$ cat src/hw/bmd_pkg.sv
package bmd_pkg;

  // ==========================================================
  // Timing
  localparam int unsigned BMD_CLK_MHZ = 125;
  localparam int unsigned BMD_SETTLE_US = 3000;
  localparam int unsigned BMD_SETTLE_CYC = BMD_SETTLE_US * BMD_CLK_MHZ;
  localparam int unsigned BMD_STEP_FAST_NS = 2000;
  localparam int unsigned BMD_STEP_SLOW_NS = 4000;
  localparam logic [8:0] BMD_STEP_FAST_CYC = 9'(BMD_STEP_FAST_NS * BMD_CLK_MHZ / 1000);
  localparam logic [8:0] BMD_STEP_SLOW_CYC = 9'(BMD_STEP_SLOW_NS * BMD_CLK_MHZ / 1000);
  localparam logic [18:0] BMD_SOFT_STEP_CYC = 19'h0007d;

  // ==========================================================
  // Set point code scale
  localparam int unsigned BMD_STEP_MV = 25;
  localparam int unsigned BMD_BASE_MV = 700;

  // ==========================================================
  // Field reset values, single-phase pair code and reserved frequency code
  localparam logic [3:0] BMD_MODE_RST = 4'h8;
  localparam logic [1:0] BMD_FREQ_RST = 2'h1;
  localparam logic [7:0] BMD_PHASE_RST = 8'h90;
  localparam logic [7:0] BMD_PHASE_QUAD_RST = 8'h50;
  localparam logic [1:0] BMD_PAIR_SINGLE = 2'h1;
  localparam logic [1:0] BMD_PAIR_INDEP = 2'h3;
  localparam logic [1:0] BMD_FREQ_RSVD = 2'h3;

  // ==========================================================
  // Host write field selects and config byte layout
  localparam logic [2:0] BMD_FLD_NORMAL = 3'h0;
  localparam logic [2:0] BMD_FLD_STANDBY = 3'h1;
  localparam logic [2:0] BMD_FLD_SLEEP = 3'h2;
  localparam logic [2:0] BMD_FLD_MODE = 3'h3;
  localparam logic [2:0] BMD_FLD_CONF = 3'h4;
  localparam int unsigned BMD_CONF_SLEEPEN = 0;
  localparam int unsigned BMD_CONF_RATE = 1;
  localparam int unsigned BMD_CONF_PHASE = 2;
  localparam int unsigned BMD_CONF_FREQ = 4;

  // ==========================================================
  // Switching modes and regulator states
  typedef enum logic [1:0] {
    BMD_SW_OFF = 2'b00,
    BMD_SW_PFM = 2'b01,
    BMD_SW_AUTO = 2'b10,
    BMD_SW_PWM = 2'b11
  } bmd_sw_t;

  typedef enum logic [2:0] {
    BMD_ST_OFF = 3'b000,
    BMD_ST_SOFT = 3'b001,
    BMD_ST_SETTLE = 3'b010,
    BMD_ST_ON = 3'b011,
    BMD_ST_SLEEP = 3'b100
  } bmd_state_t;

endpackage

$ cat src/hw/bmd_ramp.sv
`timescale 1ns/10ps

module bmd_ramp
  import bmd_pkg::*;
(
  // Clock and reset
  input wire logic ref_clk,
  input wire logic srst,
  // Control
  input wire logic load,
  input wire logic slowRate,
  input wire logic [4:0] goal,
  // Status
  output logic [4:0] cur,
  output logic busy
);

  typedef struct packed {
    logic [4:0] cur;
    logic [8:0] cnt;
    logic busy;
  } bmd_ramp_st_t;

  bmd_ramp_st_t st_q;
  bmd_ramp_st_t st_d;
  logic [8:0] lim;

  // ==========================================================
  // One code per interval toward the goal, then hold
  always_comb
  begin
    st_d = st_q;
    lim = slowRate ? BMD_STEP_SLOW_CYC : BMD_STEP_FAST_CYC;
    if (load)
    begin
      st_d.cur = goal;
      st_d.cnt = 9'h000;
      st_d.busy = 1'b0;
    end
    else if (st_q.cur != goal)
    begin
      st_d.busy = 1'b1;
      if (st_q.cnt == lim - 9'h001)
      begin
        st_d.cnt = 9'h000;
        st_d.cur = (goal > st_q.cur) ? st_q.cur + 5'h01 : st_q.cur - 5'h01;
      end
      else
      begin
        st_d.cnt = st_q.cnt + 9'h001;
      end
    end
    else
    begin
      st_d.busy = 1'b0;
      st_d.cnt = 9'h000;
    end
  end

  // State register
  always_ff @(posedge ref_clk)
  begin
    if (srst)
      st_q <= '0;
    else
      st_q <= st_d;
  end

  assign cur = st_q.cur;
  assign busy = st_q.busy;

endmodule

$ cat src/hw/bmd_ctrl.sv
`timescale 1ns/10ps

module bmd_ctrl
  import bmd_pkg::*;
#(
  parameter int unsigned SETTLE_CYC = BMD_SETTLE_CYC
)
(
  // Clock and reset
  input wire logic ref_clk,
  input wire logic srst,
  // Power events from the sequencer, same clock
  input wire logic turnOnEvt,
  input wire logic turnOffEvt,
  input wire logic [3:0] seqSlotGo,
  // Asynchronous status pins
  input wire logic standbyPin,
  input wire logic [3:0] inRegulation,
  // Start-up fuse load
  input wire logic fuseLoad,
  input wire logic [1:0] corePairConfigFuse,
  input wire logic [3:0][4:0] fusedVoltageCode,
  // Host setting writes
  input wire logic hostWrEn,
  input wire logic [1:0] hostWrReg,
  input wire logic [2:0] hostWrField,
  input wire logic [7:0] hostWrData,
  // Regulator controls
  output logic [3:0] regEnable,
  output logic [3:0] regDischarge,
  output logic [3:0][1:0] regSwMode,
  output logic [3:0][4:0] regTargetCode,
  output logic [3:0] regStepping,
  output logic [3:0][1:0] regPhaseQuad,
  output logic [3:0][1:0] regFreqSel,
  // Core pair configuration
  output logic coreSinglePhase,
  // Readback of held settings
  output logic [3:0][3:0] switchModeSelect,
  output logic [3:0] sleepEnableBit
);

  typedef struct packed {
    logic [3:0][4:0] normalSp;
    logic [3:0][4:0] standbySp;
    logic [3:0][4:0] sleepSp;
    logic [3:0][3:0] modeSel;
    logic [3:0] sleepEn;
    logic [3:0] rateSel;
    logic [3:0][1:0] phaseSel;
    logic [3:0][1:0] freqSel;
    bmd_state_t [3:0] pst;
    logic [3:0][18:0] tmr;
    logic [1:0] pairCfg;
    logic [2:0] stbySync;
    logic stbyStable;
    logic [2:0][3:0] regSync;
    logic [3:0] regStable;
    logic [3:0] oEn;
    logic [3:0] oDis;
    logic [3:0][1:0] oMode;
    logic [3:0][4:0] oTarget;
    logic [3:0] oStep;
    logic [3:0][1:0] oPhase;
    logic [3:0][1:0] oFreq;
    logic oSingle;
  } bmd_ctrl_st_t;

  bmd_ctrl_st_t st_q;
  bmd_ctrl_st_t st_d;
  logic [3:0] rampLoad;
  logic [3:0][4:0] rampGoal;
  logic [3:0][4:0] rampCur;
  logic [3:0] rampBusy;
  logic [3:0][1:0] liveMode;

  // ==========================================================
  // Helpers

  // Mode field to {normal, standby}; reserved codes fall back to auto
  function automatic logic [3:0] bmd_mode_decode(input logic [3:0] code);
    logic [3:0] r;
    r = {BMD_SW_AUTO, BMD_SW_AUTO};
    case (code)
      4'h0: r = {BMD_SW_OFF, BMD_SW_OFF};
      4'h1: r = {BMD_SW_PWM, BMD_SW_OFF};
      4'h3: r = {BMD_SW_PFM, BMD_SW_OFF};
      4'h4: r = {BMD_SW_AUTO, BMD_SW_OFF};
      4'h5: r = {BMD_SW_PWM, BMD_SW_PWM};
      4'h6: r = {BMD_SW_PWM, BMD_SW_AUTO};
      4'h8: r = {BMD_SW_AUTO, BMD_SW_AUTO};
      4'hc: r = {BMD_SW_AUTO, BMD_SW_PFM};
      4'hd: r = {BMD_SW_PWM, BMD_SW_PFM};
      default: r = {BMD_SW_AUTO, BMD_SW_AUTO};
    endcase
    return r;
  endfunction

  // Phase field to clock quadrant (0, 90, 90, 270 degrees)
  function automatic logic [1:0] bmd_phase_decode(input logic [1:0] code);
    logic [1:0] q;
    q = 2'h0;
    case (code)
      2'h0: q = 2'h0;
      2'h1: q = 2'h1;
      2'h2: q = 2'h1;
      2'h3: q = 2'h3;
      default: q = 2'h0;
    endcase
    return q;
  endfunction

  // ==========================================================
  // Step engines, one per regulator
  for (genvar g = 0; g < 4; g++)
  begin : gRamp
    bmd_ramp uRamp (
      .ref_clk(ref_clk),
      .srst(srst),
      .load(rampLoad[g]),
      .slowRate(st_q.rateSel[g]),
      .goal(rampGoal[g]),
      .cur(rampCur[g]),
      .busy(rampBusy[g])
    );
  end

  // Goal and live mode from regulator state
  always_comb
  begin
    logic [3:0] md;
    md = 4'h0;
    for (int i = 0; i < 4; i++)
    begin
      md = bmd_mode_decode(st_q.modeSel[i]);
      rampLoad[i] = (st_q.pst[i] == BMD_ST_OFF);
      rampGoal[i] = st_q.normalSp[i];
      liveMode[i] = BMD_SW_OFF;
      case (st_q.pst[i])
        BMD_ST_OFF: liveMode[i] = BMD_SW_OFF;
        BMD_ST_SOFT:
        begin
          if (st_q.tmr[i] < BMD_SOFT_STEP_CYC)
            liveMode[i] = BMD_SW_PFM;
          else if (st_q.tmr[i] < 19'(2 * BMD_SOFT_STEP_CYC))
            liveMode[i] = BMD_SW_AUTO;
          else
            liveMode[i] = BMD_SW_PWM;
        end
        BMD_ST_SETTLE: liveMode[i] = BMD_SW_PWM;
        BMD_ST_ON:
        begin
          if (st_q.stbyStable)
          begin
            rampGoal[i] = st_q.standbySp[i];
            liveMode[i] = md[1:0];
          end
          else
          begin
            liveMode[i] = md[3:2];
          end
        end
        BMD_ST_SLEEP:
        begin
          rampGoal[i] = st_q.sleepSp[i];
          liveMode[i] = BMD_SW_PFM;
        end
        default: liveMode[i] = BMD_SW_OFF;
      endcase
    end
  end

  // ==========================================================
  // Next state
  always_comb
  begin
    int s;
    s = 0;
    st_d = st_q;

    // Three-stage synchronisers; change taken when stages two and three agree
    st_d.stbySync = {st_q.stbySync[1:0], standbyPin};
    if (st_q.stbySync[1] == st_q.stbySync[2])
      st_d.stbyStable = st_q.stbySync[2];
    st_d.regSync = {st_q.regSync[1:0], inRegulation};
    for (int i = 0; i < 4; i++)
    begin
      if (st_q.regSync[1][i] == st_q.regSync[2][i])
        st_d.regStable[i] = st_q.regSync[2][i];
    end

    // Start-up copy of fused codes
    if (fuseLoad)
    begin
      st_d.pairCfg = corePairConfigFuse;
      for (int i = 0; i < 4; i++)
      begin
        st_d.normalSp[i] = fusedVoltageCode[i];
        st_d.standbySp[i] = fusedVoltageCode[i];
        st_d.sleepSp[i] = fusedVoltageCode[i];
      end
    end

    // Host writes; new set points are reached through the step engine
    if (hostWrEn)
    begin
      case (hostWrField)
        BMD_FLD_NORMAL: st_d.normalSp[hostWrReg] = hostWrData[4:0];
        BMD_FLD_STANDBY: st_d.standbySp[hostWrReg] = hostWrData[4:0];
        BMD_FLD_SLEEP: st_d.sleepSp[hostWrReg] = hostWrData[4:0];
        BMD_FLD_MODE: st_d.modeSel[hostWrReg] = hostWrData[3:0];
        BMD_FLD_CONF:
        begin
          st_d.sleepEn[hostWrReg] = hostWrData[BMD_CONF_SLEEPEN];
          st_d.rateSel[hostWrReg] = hostWrData[BMD_CONF_RATE];
          st_d.phaseSel[hostWrReg] = hostWrData[BMD_CONF_PHASE +: 2];
          st_d.freqSel[hostWrReg] = hostWrData[BMD_CONF_FREQ +: 2];
        end
        default: st_d.sleepEn = st_q.sleepEn;
      endcase
    end

    // Per-regulator power state
    for (int i = 0; i < 4; i++)
    begin
      case (st_q.pst[i])
        BMD_ST_OFF:
        begin
          if (turnOnEvt)
          begin
            st_d.modeSel[i] = BMD_MODE_RST;
            st_d.normalSp[i] = fusedVoltageCode[i];
            st_d.standbySp[i] = fusedVoltageCode[i];
            st_d.sleepSp[i] = fusedVoltageCode[i];
          end
          if (seqSlotGo[i])
          begin
            st_d.pst[i] = BMD_ST_SOFT;
            st_d.tmr[i] = 19'h00000;
          end
        end
        BMD_ST_SOFT:
        begin
          if (st_q.tmr[i] < 19'(2 * BMD_SOFT_STEP_CYC))
            st_d.tmr[i] = st_q.tmr[i] + 19'h00001;
          else if (st_q.regStable[i])
          begin
            st_d.pst[i] = BMD_ST_SETTLE;
            st_d.tmr[i] = 19'h00000;
          end
        end
        BMD_ST_SETTLE:
        begin
          if (st_q.tmr[i] == 19'(SETTLE_CYC - 1))
            st_d.pst[i] = BMD_ST_ON;
          else
            st_d.tmr[i] = st_q.tmr[i] + 19'h00001;
        end
        BMD_ST_ON: st_d.pst[i] = BMD_ST_ON;
        BMD_ST_SLEEP:
        begin
          if (turnOnEvt)
          begin
            if (st_q.sleepEn[i])
              st_d.pst[i] = BMD_ST_ON;
            else
            begin
              st_d.pst[i] = BMD_ST_OFF;
              st_d.modeSel[i] = BMD_MODE_RST;
              st_d.normalSp[i] = fusedVoltageCode[i];
              st_d.standbySp[i] = fusedVoltageCode[i];
              st_d.sleepSp[i] = fusedVoltageCode[i];
            end
          end
        end
        default: st_d.pst[i] = BMD_ST_OFF;
      endcase
      // Turn-off event from any running state
      if (turnOffEvt && st_q.pst[i] != BMD_ST_OFF && st_q.pst[i] != BMD_ST_SLEEP)
        st_d.pst[i] = st_q.sleepEn[i] ? BMD_ST_SLEEP : BMD_ST_OFF;
    end

    // Registered outputs; core B mirrors core A's mode, enable, discharge, target and stepping in single phase
    st_d.oSingle = (st_q.pairCfg == BMD_PAIR_SINGLE);
    for (int i = 0; i < 4; i++)
    begin
      s = (i == 1 && st_q.pairCfg == BMD_PAIR_SINGLE) ? 0 : i;
      st_d.oMode[i] = liveMode[s];
      st_d.oEn[i] = (liveMode[s] != BMD_SW_OFF);
      st_d.oDis[i] = (liveMode[s] == BMD_SW_OFF);
      st_d.oTarget[i] = rampCur[s];
      st_d.oStep[i] = rampBusy[s];
      st_d.oPhase[i] = bmd_phase_decode(st_q.phaseSel[i]);
      st_d.oFreq[i] = (st_q.freqSel[i] == BMD_FREQ_RSVD) ? BMD_FREQ_RST : st_q.freqSel[i];
    end
  end

  // ==========================================================
  // State register
  always_ff @(posedge ref_clk)
  begin
    if (srst)
    begin
      st_q <= '0;
      st_q.modeSel <= {4{BMD_MODE_RST}};
      st_q.freqSel <= {4{BMD_FREQ_RST}};
      st_q.phaseSel <= BMD_PHASE_RST;
      st_q.oPhase <= BMD_PHASE_QUAD_RST;
      st_q.pairCfg <= BMD_PAIR_INDEP;
      st_q.oDis <= 4'hf;
      st_q.oFreq <= {4{BMD_FREQ_RST}};
    end
    else
    begin
      st_q <= st_d;
    end
  end

  // ==========================================================
  // Outputs
  assign regEnable = st_q.oEn;
  assign regDischarge = st_q.oDis;
  assign regSwMode = st_q.oMode;
  assign regTargetCode = st_q.oTarget;
  assign regStepping = st_q.oStep;
  assign regPhaseQuad = st_q.oPhase;
  assign regFreqSel = st_q.oFreq;
  assign coreSinglePhase = st_q.oSingle;
  assign switchModeSelect = st_q.modeSel;
  assign sleepEnableBit = st_q.sleepEn;

endmodule

$ cat config.mk
export PLATFORM = sky130hd
export DESIGN_NAME = bmd_ctrl
export DESIGN_NICKNAME = d
export VERILOG_FILES = /design/src/hw/bmd_pkg.sv /design/src/hw/bmd_ramp.sv /design/src/hw/bmd_ctrl.sv
export SDC_FILE = /design/constraint.sdc
export NUM_CORES = 1
export LEC_CHECK = 0
export BUFFER_PORTS_ARGS = -buffer_cell sky130_fd_sc_hd__buf_2
export CORE_MARGIN = 4
export CORE_UTILIZATION = 45
export DETAILED_ROUTE_END_ITERATION = 7
export MAX_ROUTING_LAYER = met4
export PLACE_DENSITY_LB_ADDON = 0.15
export SKIP_LAST_GASP = 1
export SLEW_MARGIN = 20
export SYNTH_ARGS = -nofsm -noshare
export SYNTH_HDL_FRONTEND = slang
export SYNTH_SLANG_ARGS = --single-unit
$ cat constraint.sdc
create_clock -name ref_clk -period 3.8 [get_ports ref_clk]
set_clock_uncertainty 0.2 [all_clocks]
set_input_delay 0.38 -clock ref_clk [delete_from_list [all_inputs] [get_ports ref_clk]]
set_output_delay 0.38 -clock ref_clk [all_outputs]
set_load 0.005 [all_outputs]
==> flow_summary_export.csv, run 1 <==
group,metric,value,unit
sta,finalHoldViolations,0,
worst_hold_path,whs_path_depth,2,
placed_design,portBuffers,124,
clocking,worstSkewPairLatency,0.55,ns
global_route,track_usage,0.221,
worst_setup_path,reg2regPathDepth,17,
cells_and_area,areaGrowthSynthToFinish,15.5,%
sta,period_share,0.970,
worst_setup_path,timing.rr.start,"st_q[73]",
floorplan,core_area,37600,um2
worst_hold_path,hp-start,"srst",
drt,first_pass_iters,5,
sta,grt_setup_unrepaired,"yes",
worst_setup_path,worst-setup-path-type,"flop to flop",
logic_synthesis,synthCells,2142,
logic_synthesis,synth_edf_count,0,
logic_synthesis,syn_area,17100,um2
drt,vias,15000,
cells_and_area,drive_gt1_frac,0.154,
worst_setup_path,worst_ep_required_time,4.03,ns
worst_setup_path,start_kind,"flop",
drt,routed_via_density,5.43,
floorplan,rows,71,
sta,fin_hold_ws,0.0907,ns
outcome,outcome,"finished clean",
floorplan,die_w,203,um
cells_and_area,utilization,0.526,
floorplan,pin_count,127,
drt,ant_nets,0,
floorplan,start_util,0.455,
sta,tightest_slew,0.999,ns
sta,slew_viol_final,0,
clocking,cts.sinks,343,
floorplan,die_h,203,um
logic_synthesis,synth.net_count,2240,
clocking,clk_pin_slew,0.06,ns
sta,period_minus_slack,3.69,ns
clocking,cts_root_buf,"clkbuf_16",
global_route,grt_pass1_wl,73800,um
worst_hold_path,min_to,"st_q[70]",
worst_setup_path,rrSetupSlack,0.11,ns
drt,drtIter0Drc,1012,
sta,slew_headroom,0.328,
sta,fmax,271,MHz
floorplan,die_area,41200,um2
cells_and_area,fin_area,19800,um2
sta,setup_viol_count_final,0,
logic_synthesis,ys_types,76,
worst_hold_path,hold_class,"input pin to flop",
cells_and_area,final_cells,2768,
global_route,globalRouteOverflowTotal,0,
power,powerDensity,513,nW/um2
worst_setup_path,arrival,3.92,ns
power,vdd_drop_max,0.427,mV
global_route,grt_pass1_vias,14400,
clocking,tritoncts,"done",
drt,drt_wl_total,45700,um
cells_and_area,nets,2324,
logic_synthesis,synth_seq_area_share,0.401,
placed_design,hpwlAfterDp,32000,um
clocking,htree_num_levels,2,
clocking,clock_path_buffers,3,
logic_synthesis,avgSynthCellArea,7.99,um2
logic_synthesis,yosysWarnings,0,
clocking,numCtsBuffers,40,
global_route,antenna_found_initial,2,
drt,avgRoutedWirePerCell,16.5,um
power,p_total,10.1,mW
worst_setup_path,cp-end-kind,"flop",
worst_setup_path,r2r_end,"gRamp[1].uRamp.cur[4]",
logic_synthesis,ys.flop_type,"dfxtp_1",
placed_design,place_inst,2657,
placed_design,place_congestion,0.885,
logic_synthesis,async_reset_ff_frac,0,
logic_synthesis,ys_ff_latch,343,
run,maxCapViolCount,0,
drt,drc,0,
worst_setup_path,cp_max_fo,6,
global_route,grt_max_degree,71,
placed_design,placed_cell_area,17900,um2
power,leakage,7.64,nW
[cell usage in the layout (no fill, tap or decap), types with 14 or more instances in the layout]
cell,instances
nand2b_1,15
or3_1,27
a31oi_1,14
xnor2_1,74
a21o_1,17
o22ai_1,62
nor4_1,26
nand3_1,75
and3_1,31
mux2i_1,52
nand2_1,157
inv_1,70
clkbuf_16,41
o21ai_0,54
nor2_1,374
a21oi_1,181
nor3_1,37
dlygate4sd3_1,30
dfxtp_1,334
nor2b_1,35
nand4_1,32
or2_2,17
buf_2,123
ha_1,38
buf_4,78
[through the flow]
step | setup TNS, ns | setup WS (ns)
6_report | 0 | 0.115
5_1_grt | -0.0508 | -0.0508
3_3_place_gp | 0 | 0.0468
4_1_cts | -0.00599 | -0.00599
2_1_floorplan | 0 | 0.0486
3_5_place_dp | -0.188 | -0.124
[area by class of cell]
cell class | count | area [um2]
multi-input cells | 1537 | 9180
clock buffers | 57 | 1180
well taps | 511 | 639
clock inverters | 13 | 106
inverters | 71 | 267
flip-flops and latches | 343 | 6880
repair buffers | 233 | 1520
diodes | 3 | 7.51
fillers | 3647 | 17800
[Yosys cell counts, drive strengths merged (38+ instances only)]
| master | number | share of area |
|---|---|---|
| a21oi | 182 | 0.053 |
| buf | 90 | 0.037 |
| clkbuf | 101 | 0.022 |
| dfxtp | 343 | 0.40 |
| ha | 44 | 0.032 |
| inv | 71 | 0.016 |
| mux2i | 52 | 0.030 |
| nand2 | 158 | 0.035 |
| nand3 | 75 | 0.022 |
| nor2 | 382 | 0.084 |
| nor3 | 38 | 0.011 |
| o21ai | 58 | 0.017 |
| o22ai | 62 | 0.023 |
| xnor2 | 74 | 0.038 |
[logic make-up after synthesis]
| group | count (synthesis) | synth area share |
|---|---|---|
| fa+ha+maj | 48 | 0.0368 |
| buf+inv | 262 | 0.0749 |
| flops | 343 | 0.401 |
| mux | 56 | 0.0330 |
| xor+xnor | 86 | 0.0440 |
| compound gates | 436 | 0.156 |
| simple gates | 911 | 0.254 |
[worst max-delay path by stage]
stage / from / endpoint
after floorplan: st_q[158] / gRamp[1].uRamp.cur[4]
after global placement: st_q[73] / gRamp[1].uRamp.cur[4]
after detailed placement: st_q[73] / gRamp[1].uRamp.cur[4]
after CTS: st_q[160] / gRamp[1].uRamp.cur[4]
after global routing: st_q[73] / gRamp[3].uRamp.cur[4]
final: st_q[73] / gRamp[1].uRamp.cur[4]
[power breakdown]
part / internal [mW] / switching (mW)
combinational: 1.04 / 1.31
clock: 2.22 / 1.53
sequential: 3.85 / 0.181
total: 7.11 / 3.03
[worst max-delay path: stages (launching register included)]
cell      delay, ns
dfxtp_4        0.40
nand2_1        0.11
nor2_4         0.19
a22o_1         0.18
a21o_1         0.13
ha_4           0.21
and3_4         0.16
a21o_1         0.19
a211oi_2       0.29
or2_4          0.19
inv_1          0.06
fa_2           0.39
nor2b_2        0.11
o21a_1         0.13
nor2_1         0.05
xnor2_1        0.14
and3_1         0.16
o31a_1         0.26
[layer usage]
metal / up-vias / GRT usage / wire length, um
met5: - / - / 0
met4: 0 / 0.0747 / 1560
met3: 90 / 0.0422 / 2400
met2: 355 / 0.356 / 21300
met1: 7026 / 0.281 / 20400
li1: 7572 / - / -
[timing repair]
item	4_1_cts	5_1_grt
gates resized for setup	5	41
pin swaps	1	21
setup endpoints to repair	4	6
setup buffers	0	9
hold buffers	30	0
endpoints found under the hold margin	73	0
(Power assumes the default switching activity.)
==> run 2: changes to the inputs <==
HOLD_SLACK_MARGIN = 0.15   (was default)
==> run 2 against run 1 <==
Net effect:
- combinational power is essentially flat
- routed wire length is 0.27% higher
- total power up 0.12%
- fmax barely moved
- sequential power barely moved
- utilization up 0.39 points
- critical endpoint unchanged
- largest cell class unchanged
- highest routed layer unchanged
==> flow_summary_export.csv, run 2 (synthesis results as in run 1) <==
group,metric,value,unit
sta,period_share,0.969,
drt,routed_via_density,5.44,
clocking,cts_root_buf,"clkbuf_16",
cells_and_area,final_cells,2781,
worst_setup_path,critPathLaunch,"st_q[73]",
clocking,worstSkewPairLatency,0.55,ns
worst_setup_path,cp-end-kind,"flop",
cells_and_area,nets,2339,
floorplan,die_area,41200,um2
cells_and_area,layout_commonest_cell,"nor2_1",
clocking,tritoncts,"done",
drt,vias,15100,
power,clkPwrFrac,0.369,
power,switching_share,0.298,
sta,grt_setup_unrepaired,"yes",
cells_and_area,final_cell_mix,"374 x nor2_1, 334 x dfxtp_1, 181 x a21oi_1",
drt,drtIter0Drc,964,
worst_hold_path,hold_class,"input pin to flop",
power,p_int,7.12,mW
global_route,grt_pass1_vias,14400,
global_route,antenna_found_initial,1,
drt,drt_wl_total,45800,um
worst_setup_path,arrival,3.92,ns
worst_setup_path,rrSetupSlack,0.12,ns
global_route,globalRouteOverflowTotal,0,
worst_setup_path,worst-setup-path-type,"flop to flop",
drt,first_pass_iters,5,
outcome,outcome,"finished clean",
drt,ant_nets,0,
floorplan,start_util,0.455,
power,leakage,7.70,nW
sta,fmax,271,MHz
drt,drc,0,
power,seq_power_share,0.397,
sta,tightest_slew,0.999,ns
clocking,cts.sinks,343,
worst_setup_path,worst_ep_required_time,4.03,ns
clocking,clock_path_buffers,3,
sta,setup_tns,0,ns
placed_design,portBuffers,124,
clocking,htree_num_levels,2,
cells_and_area,utilization,0.530,
global_route,track_usage,0.222,
floorplan,rows,71,
floorplan,pin_count,127,
power,vdd_drop_max,0.424,mV
placed_design,place_inst,2657,
sta,slew_viol_final,0,
power,powerDensity,509,nW/um2
cells_and_area,areaGrowthSynthToFinish,16.4,%
placed_design,post-place-ws,-0.124,ns
floorplan,core_area,37600,um2
clocking,numCtsBuffers,40,
global_route,grt_pass1_wl,74000,um
sta,setup_ws,0.116,ns
sta,period_minus_slack,3.68,ns
sta,slew_headroom,0.328,
floorplan,die_w,203,um
worst_setup_path,start_kind,"flop",
sta,setup_viol_count_final,0,
drt,avgRoutedWirePerCell,16.5,um
global_route,grt_max_degree,71,
worst_setup_path,timing.critical_path.to,"gRamp[1].uRamp.cur[4]",
placed_design,hpwlAfterDp,32000,um
cells_and_area,drive_gt1_frac,0.152,
worst_setup_path,cp_max_fo,6,
power,combinationalPowerShare,0.234,
sta,finalHoldViolations,0,
clocking,clk_pin_slew,0.06,ns
worst_setup_path,reg2regPathDepth,17,
run,maxCapViolCount,0,
placed_design,place_congestion,0.885,
worst_setup_path,timing.rr.start,"st_q[73]",
power,p_sw,3.03,mW
worst_setup_path,r2r_end,"gRamp[1].uRamp.cur[4]",
floorplan,die_h,203,um
[run 2: cell types whose count changed in the layout (fill, tap and decap cells not counted)]
cell,change
dlygate4sd3_1,+15
diode_2,-2
[run 2: timing repair]
item | in CTS | in global routing
pin swaps | 1 | 21
resized for setup | 5 | 41
setup endpoints to repair | 4 | 6
hold endpoints to repair | 112 | 0
setup buffers | 0 | 9
hold buffers | 45 | 0
[run 2: through the flow]
step | hold WS [ns] | instance area (um2) | power, mW
detailed placement | 0.222 | 17900 | 6.23
global route | 0.210 | 19900 | 10.7
global placement | 0.220 | 17900 | 6.18
floorplan | 0.206 | 17100 | 5.66
finish | 0.195 | 19900 | 10.1
CTS | 0.171 | 19700 | 10.1
[run 2: worst max-delay path, cell delays in order, from the launching register on]
cell	delay, ns
dfxtp_4	0.41
nand2_1	0.11
nor2_4	0.19
a22o_1	0.18
a21o_1	0.13
ha_4	0.21
and3_4	0.16
a21o_1	0.19
a211oi_2	0.29
or2_4	0.19
inv_1	0.06
fa_2	0.39
nor2b_2	0.11
o21a_1	0.13
nor2_1	0.05
xnor2_1	0.14
and3_1	0.16
o31a_1	0.26
[run 2: worst min-delay path by stage]
stage / from / to / slack [ns] / depth (start not counted)
CTS: hostWrEn / flop / 0.17 / 5
detailed placement: st_d[65] / st_d[69] / 0.22 / 1
global placement: flop / regFreqSel[1] / 0.22 / 2
floorplan: flop / regFreqSel[7] / 0.21 / 2
finish: hostWrEn / flop / 0.20 / 5
global route: hostWrData[2] / flop / 0.21 / 3
[run 2: power by group through the flow]
stage	Clock [mW]	Combinational, mW	Sequential [mW]
floorplan	0	1.63	4.03
global placement	0	2.09	4.09
detailed placement	0	2.14	4.09
CTS	3.86	2.20	4.02
global route	4.00	2.66	4.06
finish	3.75	2.37	4.03
[run 2: layer usage]
metal  wire [um]  track usage
met5           0            -
met4        1570       0.0749
met3        2330       0.0425
met2       21400        0.358
met1       20600        0.281
[run 2: layout make-up]
| cell class | count | area, um2 |
|---|---|---|
| Fill cell | 3625 | 17700 |
| Multi-Input combinational cell | 1537 | 9180 |
| Sequential cell | 343 | 6880 |
| Timing Repair Buffer | 248 | 1670 |
| Clock buffer | 57 | 1180 |
| Tap cell | 511 | 639 |
| Inverter | 71 | 267 |
| Clock inverter | 13 | 106 |
| Antenna cell | 1 | 2.50 |
==> run 3: changes to the inputs <==
HOLD_SLACK_MARGIN = 0.05   (was 0.15)
SYNTH_HIERARCHICAL = 1   (was default)
==> run 3 against run 2 <==
Net effect:
- die area grew 3.6%
- setup slack gained 0.062 ns
- sequential share of layout area shrank 0.82 points
- count of clock-buffer cells in the layout shrank 7
- critical path type unchanged
- largest power group unchanged
==> flow_summary_export.csv, run 3 <==
group,metric,value,unit
global_route,track_usage,0.223,
logic_synthesis,async_reset_ff_frac,0,
logic_synthesis,ys_ff_latch,343,
logic_synthesis,synth_edf_count,0,
logic_synthesis,ys_types,80,
drt,vias,15500,
power,seq_power_share,0.396,
global_route,globalRouteOverflowTotal,0,
clocking,worstSkewPairLatency,0.54,ns
floorplan,pin_count,127,
clocking,cts.sinks,343,
power,switching_share,0.291,
drt,drtIter0Drc,1009,
sta,grt_setup_unrepaired,"yes",
power,vdd_drop_max,0.470,mV
logic_synthesis,netlist.area_leader.share,0.387,
sta,period_share,0.953,
global_route,antenna_found_initial,3,
logic_synthesis,synth_common_cells,"368 x nor2_1, 343 x dfxtp_1, 190 x nand2_1",
drt,drc,0,
cells_and_area,utilization,0.525,
logic_synthesis,syn_area,17800,um2
logic_synthesis,synth-compound-area-share,0.157,
power,combinationalPowerShare,0.216,
cells_and_area,final_cells,2842,
placed_design,post-place-ws,-0.173,ns
worst_setup_path,reg2regPathDepth,14,
sta,finalHoldViolations,0,
logic_synthesis,synth_area_leaders,"dfxtp_1 39%, nor2_1 7.8%, a21oi_1 4.9%, buf_4 4.1%, nand2_1 4.0%",
power,powerDensity,495,nW/um2
run,maxCapViolCount,0,
cells_and_area,drive_gt1_frac,0.163,
power,p_total,10.1,mW
worst_hold_path,hold_class,"input pin to flop",
sta,period_minus_slack,3.62,ns
drt,first_pass_iters,7,
clocking,cts_root_buf,"clkbuf_16",
power,p_sw,2.94,mW
placed_design,hpwlAfterDp,33600,um
cells_and_area,final_cell_mix,"360 x nor2_1, 333 x dfxtp_1, 188 x nand2_1",
placed_design,portBuffers,124,
logic_synthesis,yosysWarnings,6,
cells_and_area,nets,2390,
logic_synthesis,yosysMostFrequentCell,"nor2_1",
worst_setup_path,worst-setup-path-type,"flop to flop",
sta,slew_viol_final,0,
global_route,grt_max_degree,77,
sta,setup_ws,0.177,ns
clocking,htree_num_levels,2,
sta,fmax,276,MHz
logic_synthesis,yosysTopAreaCell,"dfxtp_1",
worst_setup_path,rrSetupSlack,0.18,ns
sta,setup_tns,0,ns
power,p_int,7.15,mW
floorplan,start_util,0.457,
logic_synthesis,synth-xor-area-share,0.0476,
logic_synthesis,avgSynthCellArea,8.02,um2
logic_synthesis,synth.net_count,2313,
floorplan,die_w,207,um
drt,ant_nets,0,
clocking,clock_path_buffers,3,
logic_synthesis,ys.flop_type,"dfxtp_1",
sta,setup_viol_count_final,0,
floorplan,die_area,42700,um2
worst_setup_path,cp-end-kind,"flop",
power,leakage,8.11,nW
floorplan,core_area,38800,um2
placed_design,place_inst,2733,
logic_synthesis,synthCells,2215,
placed_design,place_congestion,0.903,
sta,tightest_slew,0.976,ns
cells_and_area,areaGrowthSynthToFinish,14.8,%
worst_setup_path,cp_max_fo,5,
clocking,numCtsBuffers,40,
worst_hold_path,whs_path_depth,4,
sta,fin_hold_ws,0.100,ns
worst_setup_path,arrival,3.85,ns
floorplan,die_h,207,um
logic_synthesis,synthMuxAreaShare,0.0268,
placed_design,placed_cell_area,18500,um2
drt,routed_via_density,5.47,
outcome,outcome,"finished clean",
floorplan,rows,72,
clocking,tritoncts,"done",
logic_synthesis,synthAdderAreaFrac,0.0355,
logic_synthesis,synth_top_family_by_area,"simple AND/OR/NAND/NOR gates",
cells_and_area,fin_area,20400,um2
worst_setup_path,start_kind,"flop",
worst_setup_path,worst_ep_required_time,4.03,ns
drt,avgRoutedWirePerCell,16.7,um
global_route,grt_pass1_wl,76000,um
clocking,clk_pin_slew,0.06,ns
global_route,grt_pass1_vias,14700,
logic_synthesis,synth-simple-area-share,0.260,
power,clkPwrFrac,0.388,
logic_synthesis,synth_seq_area_share,0.387,
cells_and_area,layout_commonest_cell,"nor2_1",
sta,slew_headroom,0.346,
drt,drt_wl_total,47400,um
[run 3: cell types whose count changed after synthesis, moves of 15 or more]
cell | before | now
a22oi_1 | 9 | 25
buf_4 | 76 | 97
xnor2_1 | 74 | 46
inv_1 | 70 | 85
xor2_1 | 12 | 48
nand2_1 | 158 | 190
nand4_1 | 32 | 49
[run 3: worst paths after layout]
check                                     from               endpoint
worst max-delay path                  st_q[73]  gRamp[3].uRamp/cur[4]
worst min-delay path            hostWrField[0]                   flop
worst max register to register        st_q[73]  gRamp[3].uRamp/cur[4]
worst min register to register            flop          regFreqSel[7]
[run 3: area by class of cell]
type / instances / area [um2]
Antenna cell: 3 / 7.51
Clock buffer: 50 / 1120
Clock inverter: 21 / 223
Fill cell: 3714 / 18400
Inverter: 85 / 319
Multi-Input combinational cell: 1575 / 9560
Sequential cell: 343 / 6880
Tap cell: 518 / 648
Timing Repair Buffer: 247 / 1640
[run 3: cells by family after synthesis]
kind of cell / Yosys count
buffers and inverters: 297
muxes: 47
adders and majority gates: 48
DFF: 343
AOI/OAI and AO/OA: 432
xor gates and xnor gates: 95
and+or+nand+nor: 953
[run 3: timing repair]
| action | CTS | global route |
|---|---|---|
| endpoints found under the setup margin | 3 | 4 |
| resized for setup | 10 | 40 |
| pin swaps | 0 | 15 |
| setup buffers | 0 | 5 |
| hold endpoints to repair | 75 | 0 |
| hold buffers | 30 | 0 |
[run 3: power by group through the flow]
stage / combinational (mW) / sequential (mW) / clock (mW)
after floorplan: 1.58 / 4.01 / 0
after global placement: 2.00 / 4.06 / 0
after detailed placement: 2.05 / 4.06 / 0
after CTS: 2.09 / 3.99 / 4.01
after global routing: 2.44 / 4.02 / 4.16
final: 2.18 / 3.99 / 3.91
[run 3: per-layer routing]
layer / vias to the layer above / routed length, um / track usage
li1: 7755 / - / -
met4: 0 / 1040 / 0.0580
met2: 372 / 21600 / 0.349
met1: 7327 / 22400 / 0.302
met3: 78 / 2400 / 0.0389
met5: - / 0 / -
[run 3: worst max-delay path: stages (launching register included)]
cell      delay (ns)
dfxtp_2         0.32
buf_6           0.13
and4b_2         0.30
a22oi_2         0.16
nand2_1         0.12
ha_1            0.34
a21oi_1         0.16
nand2_1         0.10
a221oi_4        0.30
nand2b_4        0.19
ha_1            0.26
a21o_1          0.19
a21oi_1         0.16
xnor3_1         0.24
a311o_1         0.35
